## config.mk

```make
export PLATFORM = sky130hd
export DESIGN_NAME = vcs_scheduler
export DESIGN_NICKNAME = d
export VERILOG_FILES = /design/src/pkg/vcs_pkg.sv /design/src/vcs_scheduler.sv
export SDC_FILE = /design/constraint.sdc
export NUM_CORES = 1
export LEC_CHECK = 0
export ABC_AREA = 0
export BUFFER_PORTS_ARGS = -buffer_cell sky130_fd_sc_hd__buf_4
export CORE_MARGIN = 2
export CORE_UTILIZATION = 30
export CTS_CLUSTER_SIZE = 8
export DETAILED_ROUTE_END_ITERATION = 10
export GPL_TIMING_DRIVEN = 0
export PLACE_DENSITY = 0.44
export SLEW_MARGIN = 20
export SYNTH_ARGS = -nofsm -noshare
export SYNTH_HDL_FRONTEND = slang
export SYNTH_SLANG_ARGS = --single-unit
```

## constraint.sdc

```tcl
create_clock -name i_clock -period 72.6 [get_ports i_clock]
set_clock_uncertainty 0.15 [all_clocks]
set_input_delay 7.26 -clock i_clock [delete_from_list [all_inputs] [get_ports i_clock]]
set_output_delay 7.26 -clock i_clock [all_outputs]
set_load 0.01 [all_outputs]
```

## src/pkg/vcs_pkg.sv

```systemverilog
// constants and types shared by the voltage conversion scheduler
`default_nettype none
package vcs_pkg;
  localparam int unsigned CLOCK_NS       = 10;      // core clock period
  localparam int unsigned STEP_BASE_NS   = 1000;    // shortest acquisition window
  localparam int unsigned STEP_BASE_CYC  = (STEP_BASE_NS + CLOCK_NS - 1) / CLOCK_NS;
  localparam int unsigned CYCLE_UNIT_US  = 1000;    // one period timer tick
  localparam int unsigned CYCLE_UNIT_CYC = (CYCLE_UNIT_US * 1000) / CLOCK_NS;
  localparam int unsigned NUM_STEPS      = 7;
  localparam int unsigned FILTER_W       = 3;
  localparam int unsigned PERIOD_W       = 8;
  localparam int unsigned COUNT_W        = 16;
  localparam int unsigned PER_W          = 4;
  localparam int unsigned WIN_W          = 16;
  localparam int unsigned PRE_W          = 24;
  // step order inside one routine run
  localparam logic [2:0] STEP_CELL       = 3'h0;
  localparam logic [2:0] STEP_STACK      = 3'h1;
  localparam logic [2:0] STEP_AUX_CONV   = 3'h2;
  localparam logic [2:0] STEP_AUX_TERM   = 3'h3;
  localparam logic [2:0] STEP_CELL_TERM  = 3'h4;
  localparam logic [2:0] STEP_BAL_TERM   = 3'h5;
  localparam logic [2:0] STEP_SELFCHECK  = 3'h6;
  localparam logic [2:0] STEP_NONE       = 3'h7;
  localparam logic [1:0] MANDATORY_MASK  = 2'h3;
  localparam logic [PERIOD_W-1:0] PERIOD_RESET = 8'h01;
  typedef enum logic [1:0] {
    VCS_IDLE  = 2'b00,
    VCS_SYNC  = 2'b01,
    VCS_STEP  = 2'b10,
    VCS_CIDLE = 2'b11
  } vcs_state_t;
endpackage
`default_nettype wire

```

## src/vcs_scheduler.sv

```systemverilog
// voltage conversion scheduler: on-demand and cyclic routine control
// Functional notes
// - with coulomb counting on, on-demand start waits for next current conversion start
// - cell and stack steps run in every routine run
// - optional on-demand steps run only if selected in the frame that sets start
// - start bit reads one for the whole run, cleared after last step
// - further start requests are ignored while the start bit is high
// - select bits written without start do nothing
// - on-demand window length comes from the on-demand filter field
// - each result is written as soon as its own step ends
// - ready bit set on new result, cleared when its register is read
// - current alignment only holds with the shortest filter setting
// - start during override is dropped; start and select bits stay zero
// - periodic enable starts cyclic runs using the cyclic filter field
// - cyclic results without update flag leave result registers untouched
// - cyclic results with update flag are written after each step
// - programmable period timer; cycle counter increments on every expiry except one during override or in idle phase with a stop pending
// - cyclic optional step runs only when its periodicity is nonzero
// - cycle counter frozen while the period timer counts
// - expiry increments counter, restarts timer from zero and routine from the cell step
// - periodic enable rising in idle, with no start or override in the same cycle, resets timer, keeps counter, starts routine
// - periodic enable falling waits for active low, then resets both counters
// - active flag high while steps execute, low in idle time
// - only one routine execution at any moment
`default_nettype none
module vcs_scheduler
  import vcs_pkg::*;
#(
  parameter int unsigned CYCLE_UNIT_CYCLES = CYCLE_UNIT_CYC
) (
  input  wire logic                         i_clock,
  input  wire logic                         i_reset_n,
  input  wire logic                         i_ctrl_write,
  input  wire logic                         i_wr_soc,
  input  wire logic                         i_wr_aux_input_conv_sel,
  input  wire logic                         i_wr_aux_terminal_request_bits_a_sel,
  input  wire logic                         i_wr_cell_terminal_request_bits_a_sel,
  input  wire logic                         i_wr_balance_terminal_request_bits_a_sel,
  input  wire logic                         i_wr_hardware_selfcheck_sel,
  input  wire logic                         i_wr_periodic_enable,
  input  wire logic [FILTER_W-1:0]          i_filter_ondemand,
  input  wire logic [FILTER_W-1:0]          i_filter_cyclic,
  input  wire logic [PERIOD_W-1:0]          i_cycle_period,
  input  wire logic                         i_cyclic_update,
  input  wire logic [NUM_STEPS*PER_W-1:0]   i_step_periodicity,
  input  wire logic                         i_coulomb_enable,
  input  wire logic                         i_current_conv_start,
  input  wire logic                         i_override_active,
  input  wire logic [NUM_STEPS-1:0]         i_result_read,
  output logic                              o_soc,
  output logic [NUM_STEPS-1:0]              o_step_select,
  output logic                              o_periodic_enable,
  output logic                              o_active,
  output logic [2:0]                        o_step,
  output logic [FILTER_W-1:0]               o_filter,
  output logic                              o_aligned,
  output logic [NUM_STEPS-1:0]              o_result_write,
  output logic [NUM_STEPS-1:0]              o_result_ready,
  output logic [COUNT_W-1:0]                o_cycle_counter,
  output logic [PERIOD_W-1:0]               o_cycle_period_timer
);

  // first scheduled step at or after a given index, STEP_NONE when none is left
  function automatic logic [2:0] next_step(input logic [NUM_STEPS-1:0] mask,
                                           input logic [3:0] from);
    logic [2:0] found;
    found = STEP_NONE;
    for (int i = NUM_STEPS - 1; i >= 0; i--) begin
      if (mask[i] && (4'(i) >= from)) begin
        found = 3'(i);
      end
    end
    return found;
  endfunction

  vcs_state_t              state_reg, state_next;
  logic                    soc_reg, soc_next;
  logic                    periodic_en_reg, periodic_en_next;
  logic                    cyc_run_reg, cyc_run_next;
  logic                    mode_od_reg, mode_od_next;
  logic                    upd_reg, upd_next;
  logic [NUM_STEPS-1:0]    mask_reg, mask_next;
  logic [2:0]              step_reg, step_next;
  logic [FILTER_W-1:0]     filt_reg, filt_next;
  logic [WIN_W-1:0]        win_cnt_reg, win_cnt_next;
  logic [PRE_W-1:0]        pre_reg, pre_next;
  logic [PERIOD_W-1:0]     timer_reg, timer_next;
  logic [COUNT_W-1:0]      count_reg, count_next;
  logic [NUM_STEPS-1:0]    wr_reg, wr_next;
  logic [NUM_STEPS-1:0]    ready_reg;
  logic                    aligned_reg, aligned_next;

  // request decode from one control frame
  wire logic                 soc_req     = i_ctrl_write && i_wr_soc && !soc_reg;
  wire logic                 soc_accept  = soc_req && !i_override_active &&
                                           state_reg == VCS_IDLE && !cyc_run_reg;
  wire logic                 cyc_rise    = i_ctrl_write && i_wr_periodic_enable &&
                                           !periodic_en_reg;
  wire logic [NUM_STEPS-1:0] od_mask     = {i_wr_hardware_selfcheck_sel,
                                            i_wr_balance_terminal_request_bits_a_sel,
                                            i_wr_cell_terminal_request_bits_a_sel,
                                            i_wr_aux_terminal_request_bits_a_sel,
                                            i_wr_aux_input_conv_sel,
                                            MANDATORY_MASK};
  wire logic [WIN_W-1:0]     win_len     = WIN_W'(STEP_BASE_CYC) << filt_reg;
  wire logic                 win_end     = win_cnt_reg == win_len - WIN_W'(1);
  wire logic [PERIOD_W-1:0]  period_eff  = (i_cycle_period == '0) ? PERIOD_RESET
                                                                  : i_cycle_period;
  wire logic                 unit_tick   = pre_reg == PRE_W'(CYCLE_UNIT_CYCLES - 1);
  wire logic                 expiry      = cyc_run_reg && unit_tick &&
                                           (timer_reg + PERIOD_W'(1) >= period_eff);
  wire logic [2:0]           step_after  = next_step(mask_reg, 4'(step_reg) + 4'h1);

  // cyclic step selection: mandatory steps always, others by periodicity
  logic [NUM_STEPS-1:0] cyc_mask;
  assign cyc_mask[1:0] = MANDATORY_MASK;
  generate
    for (genvar g = 2; g < NUM_STEPS; g++) begin : g_period
      wire logic [PER_W-1:0] per = i_step_periodicity[g*PER_W +: PER_W];
      assign cyc_mask[g] = (per != '0) && ((count_reg % COUNT_W'(per)) == '0);
    end
  endgenerate

  // sequencing; override aborts everything and locks cyclic restart
  always_comb begin
    state_next       = state_reg;
    soc_next         = soc_reg;
    periodic_en_next = periodic_en_reg;
    cyc_run_next     = cyc_run_reg;
    mode_od_next     = mode_od_reg;
    upd_next         = upd_reg;
    mask_next        = mask_reg;
    step_next        = step_reg;
    filt_next        = filt_reg;
    win_cnt_next     = win_cnt_reg;
    pre_next         = cyc_run_reg && !unit_tick ? pre_reg + PRE_W'(1) : '0;
    timer_next       = timer_reg;
    count_next       = count_reg;
    wr_next          = '0;
    aligned_next     = aligned_reg;
    if (i_ctrl_write) begin
      periodic_en_next = i_wr_periodic_enable;
    end
    if (cyc_run_reg && unit_tick) begin
      timer_next = timer_reg + PERIOD_W'(1);
    end
    if (i_override_active) begin
      state_next   = VCS_IDLE;
      soc_next     = 1'b0;
      cyc_run_next = 1'b0;
      timer_next   = '0;
    end else begin
      unique case (state_reg)
        VCS_IDLE: begin
          if (soc_accept) begin
            soc_next     = 1'b1;
            mode_od_next = 1'b1;
            mask_next    = od_mask;
            filt_next    = i_filter_ondemand;
            step_next    = STEP_CELL;
            win_cnt_next = '0;
            aligned_next = i_coulomb_enable && i_filter_ondemand == '0;
            state_next   = i_coulomb_enable ? VCS_SYNC : VCS_STEP;
          end else if (cyc_rise) begin
            cyc_run_next = 1'b1;
            timer_next   = '0;
            pre_next     = '0;
            mode_od_next = 1'b0;
            mask_next    = cyc_mask;
            filt_next    = i_filter_cyclic;
            upd_next     = i_cyclic_update;
            step_next    = STEP_CELL;
            win_cnt_next = '0;
            aligned_next = 1'b0;
            state_next   = VCS_STEP;
          end
        end
        VCS_SYNC: begin
          if (i_current_conv_start) begin
            state_next = VCS_STEP;
          end
        end
        VCS_STEP: begin
          win_cnt_next = win_cnt_reg + WIN_W'(1);
          if (win_end) begin
            if (mode_od_reg || upd_reg) begin
              wr_next[step_reg] = 1'b1;
            end
            win_cnt_next = '0;
            if (step_after == STEP_NONE) begin
              if (mode_od_reg) begin
                soc_next   = 1'b0;
                state_next = VCS_IDLE;
              end else begin
                state_next = VCS_CIDLE;
              end
            end else begin
              step_next = step_after;
            end
          end
        end
        VCS_CIDLE: begin
          if (!periodic_en_reg) begin
            cyc_run_next = 1'b0;
            timer_next   = '0;
            count_next   = '0;
            state_next   = VCS_IDLE;
          end
        end
      endcase
      // expiry restarts the routine; a stop pending in idle phase wins
      if (expiry && !(state_reg == VCS_CIDLE && !periodic_en_reg)) begin
        count_next   = count_reg + COUNT_W'(1);
        timer_next   = '0;
        mask_next    = cyc_mask;
        filt_next    = i_filter_cyclic;
        upd_next     = i_cyclic_update;
        step_next    = STEP_CELL;
        win_cnt_next = '0;
        state_next   = VCS_STEP;
      end
    end
  end

  // state and counters
  always_ff @(posedge i_clock or negedge i_reset_n) begin
    if (!i_reset_n) begin
      state_reg       <= VCS_IDLE;
      soc_reg         <= 1'b0;
      periodic_en_reg <= 1'b0;
      cyc_run_reg     <= 1'b0;
      mode_od_reg     <= 1'b0;
      upd_reg         <= 1'b0;
      mask_reg        <= '0;
      step_reg        <= STEP_CELL;
      filt_reg        <= '0;
      win_cnt_reg     <= '0;
      pre_reg         <= '0;
      timer_reg       <= '0;
      count_reg       <= '0;
      wr_reg          <= '0;
      aligned_reg     <= 1'b0;
    end else begin
      state_reg       <= state_next;
      soc_reg         <= soc_next;
      periodic_en_reg <= periodic_en_next;
      cyc_run_reg     <= cyc_run_next;
      mode_od_reg     <= mode_od_next;
      upd_reg         <= upd_next;
      mask_reg        <= mask_next;
      step_reg        <= step_next;
      filt_reg        <= filt_next;
      win_cnt_reg     <= win_cnt_next;
      pre_reg         <= pre_next;
      timer_reg       <= timer_next;
      count_reg       <= count_next;
      wr_reg          <= wr_next;
      aligned_reg     <= aligned_next;
    end
  end

  // ready bits: a new result in the read cycle keeps the bit set
  always_ff @(posedge i_clock or negedge i_reset_n) begin
    if (!i_reset_n) begin
      ready_reg <= '0;
    end else begin
      ready_reg <= (ready_reg & ~i_result_read) | wr_reg;
    end
  end

  // selects read back only while an on-demand run holds them
  assign o_soc                = soc_reg;
  assign o_step_select        = soc_reg ? mask_reg : '0;
  assign o_periodic_enable    = periodic_en_reg;
  assign o_active             = state_reg == VCS_STEP || state_reg == VCS_SYNC;
  assign o_step               = step_reg;
  assign o_filter             = filt_reg;
  assign o_aligned            = aligned_reg;
  assign o_result_write       = wr_reg;
  assign o_result_ready       = ready_reg;
  assign o_cycle_counter      = count_reg;
  assign o_cycle_period_timer = timer_reg;
endmodule
`default_nettype wire

```

==> results of run 1 <==
==> final cells by class <==
class                           count  area [sq um]
Inverter                          144           541
Timing Repair Buffer              108           815
Clock buffer                        9           225
Sequential cell                    98          2450
Tap cell                         1287          1610
Multi-Input combinational cell   3793         26400
Fill cell                       10900         66000
Clock inverter                      7          92.6
Buffer                            143           574
==> per-layer routing <==
metal  vias to the layer above  wire, um  track usage  part of all wire
li1                      16100         -            -                 -
met1                     14600     49400        0.257              0.50
met2                       391     47100        0.337              0.47
met3                        40      2180      0.00956             0.022
met4                         0       750       0.0214            0.0075
met5                         -         0            0                 0
==> critical path: cells and delay by family <==
| kind | cells | cell delay [ns] |
|---|---|---|
| compound gates | 63 | 16.18 |
| simple gates | 35 | 8.02 |
| fa+ha+maj | 16 | 4.89 |
| buf+inv | 9 | 1.98 |
| mux | 5 | 1.90 |
==> Yosys cell counts (all sizes together) (13+ instances only) <==
master,instances
xor2,95
mux2,92
a22oi,13
buf,22
o2111ai,13
a211oi,56
a211o,25
nor2b,43
and2,57
clkbuf,121
o31a,15
nand2,310
mux2i,115
nor4b,23
and3,50
o211ai,50
nand4,67
nor4,44
nor3,226
a21o,94
nand3b,18
xnor2,126
or4,23
ha,320
nand2b,67
a31oi,61
nor3b,18
o21a,144
o21ai,251
a21boi,34
o31ai,50
dfrtp,98
o211a,21
nand3,136
or3,66
inv,143
or2,60
nor2,474
and4,20
a21oi,261
o22ai,23
a31o,14
==> per-stage QoR <==
stage,hold slack [ns],setup WS (ns),std cells,utilization
finish,0.317,32.42,5589,0.331
global route,0.338,29.38,5589,0.331
CTS,0.317,32.42,5589,0.331
detailed placement,0.301,32.11,5573,0.328
global placement,0.297,32.11,5573,0.328
floorplan,0.330,37.48,4178,-
==> path summary, 6_finish.rpt <==
kind	cells after the start	endpoint	slack (ns)	startpoint
setup / recovery	128	mask_reg[2]$_DFFE_PN0P_	32.42	i_step_periodicity[8]
hold / removal	1	o_result_ready[3]$_DFF_PN0_	0.32	o_result_write[3]$_DFF_PN0_
setup reg to reg	126	mask_reg[2]$_DFFE_PN0P_	38.77	o_cycle_counter[15]$_DFFE_PN0P_
hold reg to reg	1	o_result_ready[3]$_DFF_PN0_	0.32	o_result_write[3]$_DFF_PN0_
max in group asynchronous	1	o_aligned$_DFFE_PN0P_	64.78	i_reset_n
min in group asynchronous	1	o_cycle_period_timer[7]$_DFF_PN0_	6.83	i_reset_n
==> cell families after synthesis <==
family	Yosys count
mux	207
flops	98
buf+inv	287
xor+xnor	221
simple gates	1737
compound gates	1297
fa+ha+maj	331
==> flow_summary.json, run 1 <==
{
  "fin_crit_sh": 0.553,
  "routed_via_density": 5.58,
  "synthMuxAreaShare": 0.0751,
  "diodes": 0,
  "ys_ff_latch": 98,
  "status": "finished clean",
  "initial_core_util": 0.303,
  "hpwlAfterDp_mm": 81.3,
  "crit_path_max_incr_delay_ns": 0.78,
  "gp_congestion": 0.821,
  "hold_buffers": 0,
  "fin_nets": 4685,
  "hp-class": "reg2reg",
  "setup_tns_ns": 0,
  "fin_crit_ns": 40.18,
  "row_count": 115,
  "end_kind": "register",
  "dr.pass1.iters": 5,
  "drt_iter0_drc": 1781,
  "synthToLayoutAreaGrowth_pct": 9.18,
  "crit_top_cell": "ha_1",
  "drt-wirelength-per-cell_um": 17.8,
  "crit_type": "in2reg",
  "post_cts_buffers": 0,
  "ys_warn_count": 0,
  "crit_path_start_kind": "input port",
  "slew_headroom": 0.254,
  "required_ns": 72.77,
  "num_vias": 31200,
  "yosys.area.top_type_share": 0.134,
  "ys_types": 141,
  "cts_buffer_depth": 2,
  "grt_max_degree": 99,
  "synth_area_per_cell_sq_um": 7.17,
  "dpl_cell_area_sq_um": 32400,
  "crit_fanout": 15,
  "ys_async_sr_fraction": 1.00,
  "final_area_sq_um": 32700,
  "synth-xor-area-share": 0.0649,
  "clock-root-buffer": "clkbuf_16",
  "portBuffers": 108,
  "synth_compound_area_frac": 0.302,
  "synth-seq-area-share": 0.0819,
  "clkTransAtPathRegs_ns": 0.08,
  "totalWireLength_mm": 99.4,
  "synth_top_area_cell": "ha_1",
  "cpMaxStageDelayCell": "a211oi_1",
  "mostFrequentLayoutCells": "nor2_1 (471), ha_1 (320), nand2_1 (305)",
  "cp.arrival_ns": 40.35,
  "ys.flop_type": "dfrtp_1",
  "grt_pass1_vias": 29800,
  "finalHoldViolations": 0,
  "largest_register_ffs": 24,
  "core_area_sq_um": 98700,
  "cts_sinks": 98,
  "die_area_sq_um": 102000,
  "numCtsBuffers": 9,
  "synthCells": 4178,
  "synth_top_family_by_area": "compound AO/OA/AOI/OAI gates",
  "cts.htree.levels": 3,
  "worst_pin_slew_ns": 1.12,
  "grt_overflow_total": 0,
  "antenna_found_initial": 1,
  "fp.dieH_um": 320,
  "antenna_left": 0,
  "grt_pass1_wl_mm": 161,
  "drc": 0,
  "synth_area_sq_um": 29900,
  "io_pins": 118,
  "synthSimpleGateAreaFrac": 0.300,
  "timing.fmax_ghz": 0.0249,
  "cap_violations": 0,
  "setup_viol": 0,
  "drive_gt1_frac": 0.0923,
  "grt_usage": 0.189,
  "synth_nets": 4566,
  "die_w_um": 320,
  "worst_skew_pair.late_latency_ns": 0.39,
  "mostFrequentLayoutCell": "nor2_1",
  "cts_tree": "yes",
  "maxSlewViolCount": 0,
  "synthAdderAreaFrac": 0.139,
  "synth_edf_count": 0,
  "rsz0062_at_grt": "false",
  "cts_resized": 0,
  "synth_area_leaders": "ha_1 (13%), dfrtp_1 (8.2%), nor2_1 (5.9%), a21oi_1 (4.3%), nand2_1 (3.8%)"
}
Power of run 1 is not shown: default switching activity piles up to over one toggle a cycle in this logic, so the estimate is an artifact.
==> run 2: changes to the inputs <==
--- a/config.mk
+++ b/config.mk
@@ -12,7 +12,7 @@
 export CTS_CLUSTER_SIZE = 8
 export DETAILED_ROUTE_END_ITERATION = 10
 export GPL_TIMING_DRIVEN = 0
-export PLACE_DENSITY = 0.44
+export PLACE_DENSITY = 0.45
 export SLEW_MARGIN = 20
 export SYNTH_ARGS = -nofsm -noshare
 export SYNTH_HDL_FRONTEND = slang
==> constraint.sdc (replaced) <==
create_clock -name i_clock -period 36.2 [get_ports i_clock]
set_clock_uncertainty 0.15 [all_clocks]
set_input_delay 3.62 -clock i_clock [delete_from_list [all_inputs] [get_ports i_clock]]
set_output_delay 3.62 -clock i_clock [all_outputs]
set_load 0.01 [all_outputs]
==> run 2 against run 1 <==
Compared with the run above:
- first-iteration DRC count shrank 1.7%
- worst setup slack worse by 30 ns
- register-to-register slack worse by 34 ns
- global-route usage barely moved
- critical path depth rose by 7
- hold slack worse by 0.011 ns
- critical endpoint is now mask_reg[3]$_DFFE_PN0P_
==> flow_summary.json, run 2 (synthesis gave the netlist of run 1 again) <==
{
  "io_pins": 118,
  "crit_path_max_incr_delay_ns": 0.66,
  "rsz0062_at_grt": "true",
  "fin_crit_sh": 0.936,
  "status": "finished clean",
  "cpMaxStageDelayCell": "a2bb2oi_1",
  "antenna_left": 0,
  "portBuffers": 108,
  "drive_gt1_frac": 0.119,
  "fin_nets": 4731,
  "numPlacedInstances": 5574,
  "n_fill_cell": 10800,
  "hold_path_end": "o_result_ready[4]$_DFF_PN0_",
  "fin_crit_ns": 33.87,
  "r2r-start": "o_cycle_counter[15]$_DFFE_PN0P_",
  "synthToLayoutAreaGrowth_pct": 11.8,
  "diodes": 0,
  "r2r_cells": 133,
  "dpl_cell_area_sq_um": 32400,
  "crit_top_cell": "o21a_1",
  "setup_viol": 0,
  "die_area_sq_um": 102000,
  "drc": 0,
  "crit_type": "in2reg",
  "grt_pass1_wl_mm": 161,
  "finalHoldViolations": 0,
  "crit_path_start_kind": "input port",
  "maxSlewViolCount": 0,
  "end_kind": "register",
  "mostFrequentLayoutCell": "nor2_1",
  "hpwlAfterDp_mm": 81.2,
  "clkTransAtPathRegs_ns": 0.08,
  "cts_tree": "yes",
  "cts_buffer_depth": 2,
  "cp.arrival_ns": 34.01,
  "core_area_sq_um": 98700,
  "num_vias": 31400,
  "min_from": "o_result_write[4]$_DFF_PN0_",
  "worst_pin_slew_ns": 1.18,
  "routed_via_density": 5.57,
  "row_count": 115,
  "numCtsBuffers": 9,
  "worstHoldPathCells": 1,
  "worst_skew_pair.late_latency_ns": 0.40,
  "r2r_slack_ns": 4.64,
  "antenna_found_initial": 3,
  "gp_congestion": 0.839,
  "largest_register_ffs": 24,
  "crit_fanout": 10,
  "timing.fmax_ghz": 0.0295,
  "cap_violations": 0,
  "fp.dieH_um": 320,
  "grt_max_degree": 53,
  "grt_pass1_vias": 29800,
  "initial_core_util": 0.303,
  "final_cells": 5635,
  "totalWireLength_mm": 100,
  "drt-wirelength-per-cell_um": 17.7,
  "clock-root-buffer": "clkbuf_16",
  "r2r_end": "mask_reg[3]$_DFFE_PN0P_",
  "grt_overflow_total": 0,
  "slew_headroom": 0.211,
  "die_w_um": 320,
  "dr.pass1.iters": 5,
  "final_area_sq_um": 33500,
  "drt_iter0_drc": 1750,
  "cts.htree.levels": 3,
  "hp-class": "reg2reg",
  "cts_sinks": 98,
  "grt_usage": 0.189,
  "required_ns": 36.34,
  "mostFrequentLayoutCells": "nor2_1 (467), ha_1 (320), nand2_1 (303)"
}
## run 2: worst max-delay path, delay by kind of cell
kind | cells | cell delay (ns)
adders and majority gates | 16 | 4.66
muxes | 12 | 3.56
buffers and inverters | 11 | 1.64
AOI/OAI and AO/OA | 57 | 11.97
and+or+nand+nor | 39 | 8.46
## run 2: per-layer routing
| metal | track usage | share of wire | wire [um] | up-vias |
|---|---|---|---|---|
| li1 | - | - | - | 16200 |
| met1 | 0.259 | 0.49 | 49500 | 14800 |
| met2 | 0.329 | 0.47 | 46600 | 383 |
| met3 | 0.0111 | 0.025 | 2540 | 60 |
| met4 | 0.0310 | 0.014 | 1370 | 2 |
| met5 | 0 | 0.000080 | 8 | - |
## run 2: cell type report
class / instances / area [sq um] / area share
Buffer: 141 / 569 / 0.0170
Multi-Input combinational cell: 3793 / 26800 / 0.800
Clock inverter: 7 / 95.1 / 0.00284
Inverter: 144 / 559 / 0.0167
Sequential cell: 98 / 2450 / 0.0732
Clock buffer: 9 / 225 / 0.00672
Tap cell: 1287 / 1610 / 0.0481
Timing Repair Buffer: 156 / 1190 / 0.0357
## run 2: worst max path at each step
| stage | startpoint | end | slack (ns) |
|---|---|---|---|
| global placement | i_step_periodicity[16] | mask_reg[4]$_DFFE_PN0P_ | -0.71 |
| detailed placement | i_step_periodicity[8] | mask_reg[2]$_DFFE_PN0P_ | -0.77 |
| CTS | i_step_periodicity[24] | mask_reg[6]$_DFFE_PN0P_ | 0.03 |
| global route | i_step_periodicity[24] | mask_reg[6]$_DFFE_PN0P_ | -0.22 |
| finish | i_step_periodicity[12] | mask_reg[3]$_DFFE_PN0P_ | 2.33 |
| floorplan | i_step_periodicity[12] | mask_reg[3]$_DFFE_PN0P_ | 4.72 |
## run 2: timing repair
item                                    CTS  global route
gates cloned                              0             0
gates resized for setup                   8            89
pin swaps                                 0            11
endpoints found under the setup margin    3             5
buffers inserted                          0            47
hold buffers                              0             0
## run 2: metrics by stage
step	util	setup slack, ns	hold WS [ns]	TNS (ns)
after floorplan	-	4.72	0.330	0
after global placement	0.328	-0.714	0.301	-1.90
after detailed placement	0.328	-0.769	0.298	-2.28
after CTS	0.332	0.0317	0.314	0
after global routing	0.339	-0.219	0.334	-0.445
final	0.339	2.33	0.306	0
Power of run 2 is left out for the same reason.
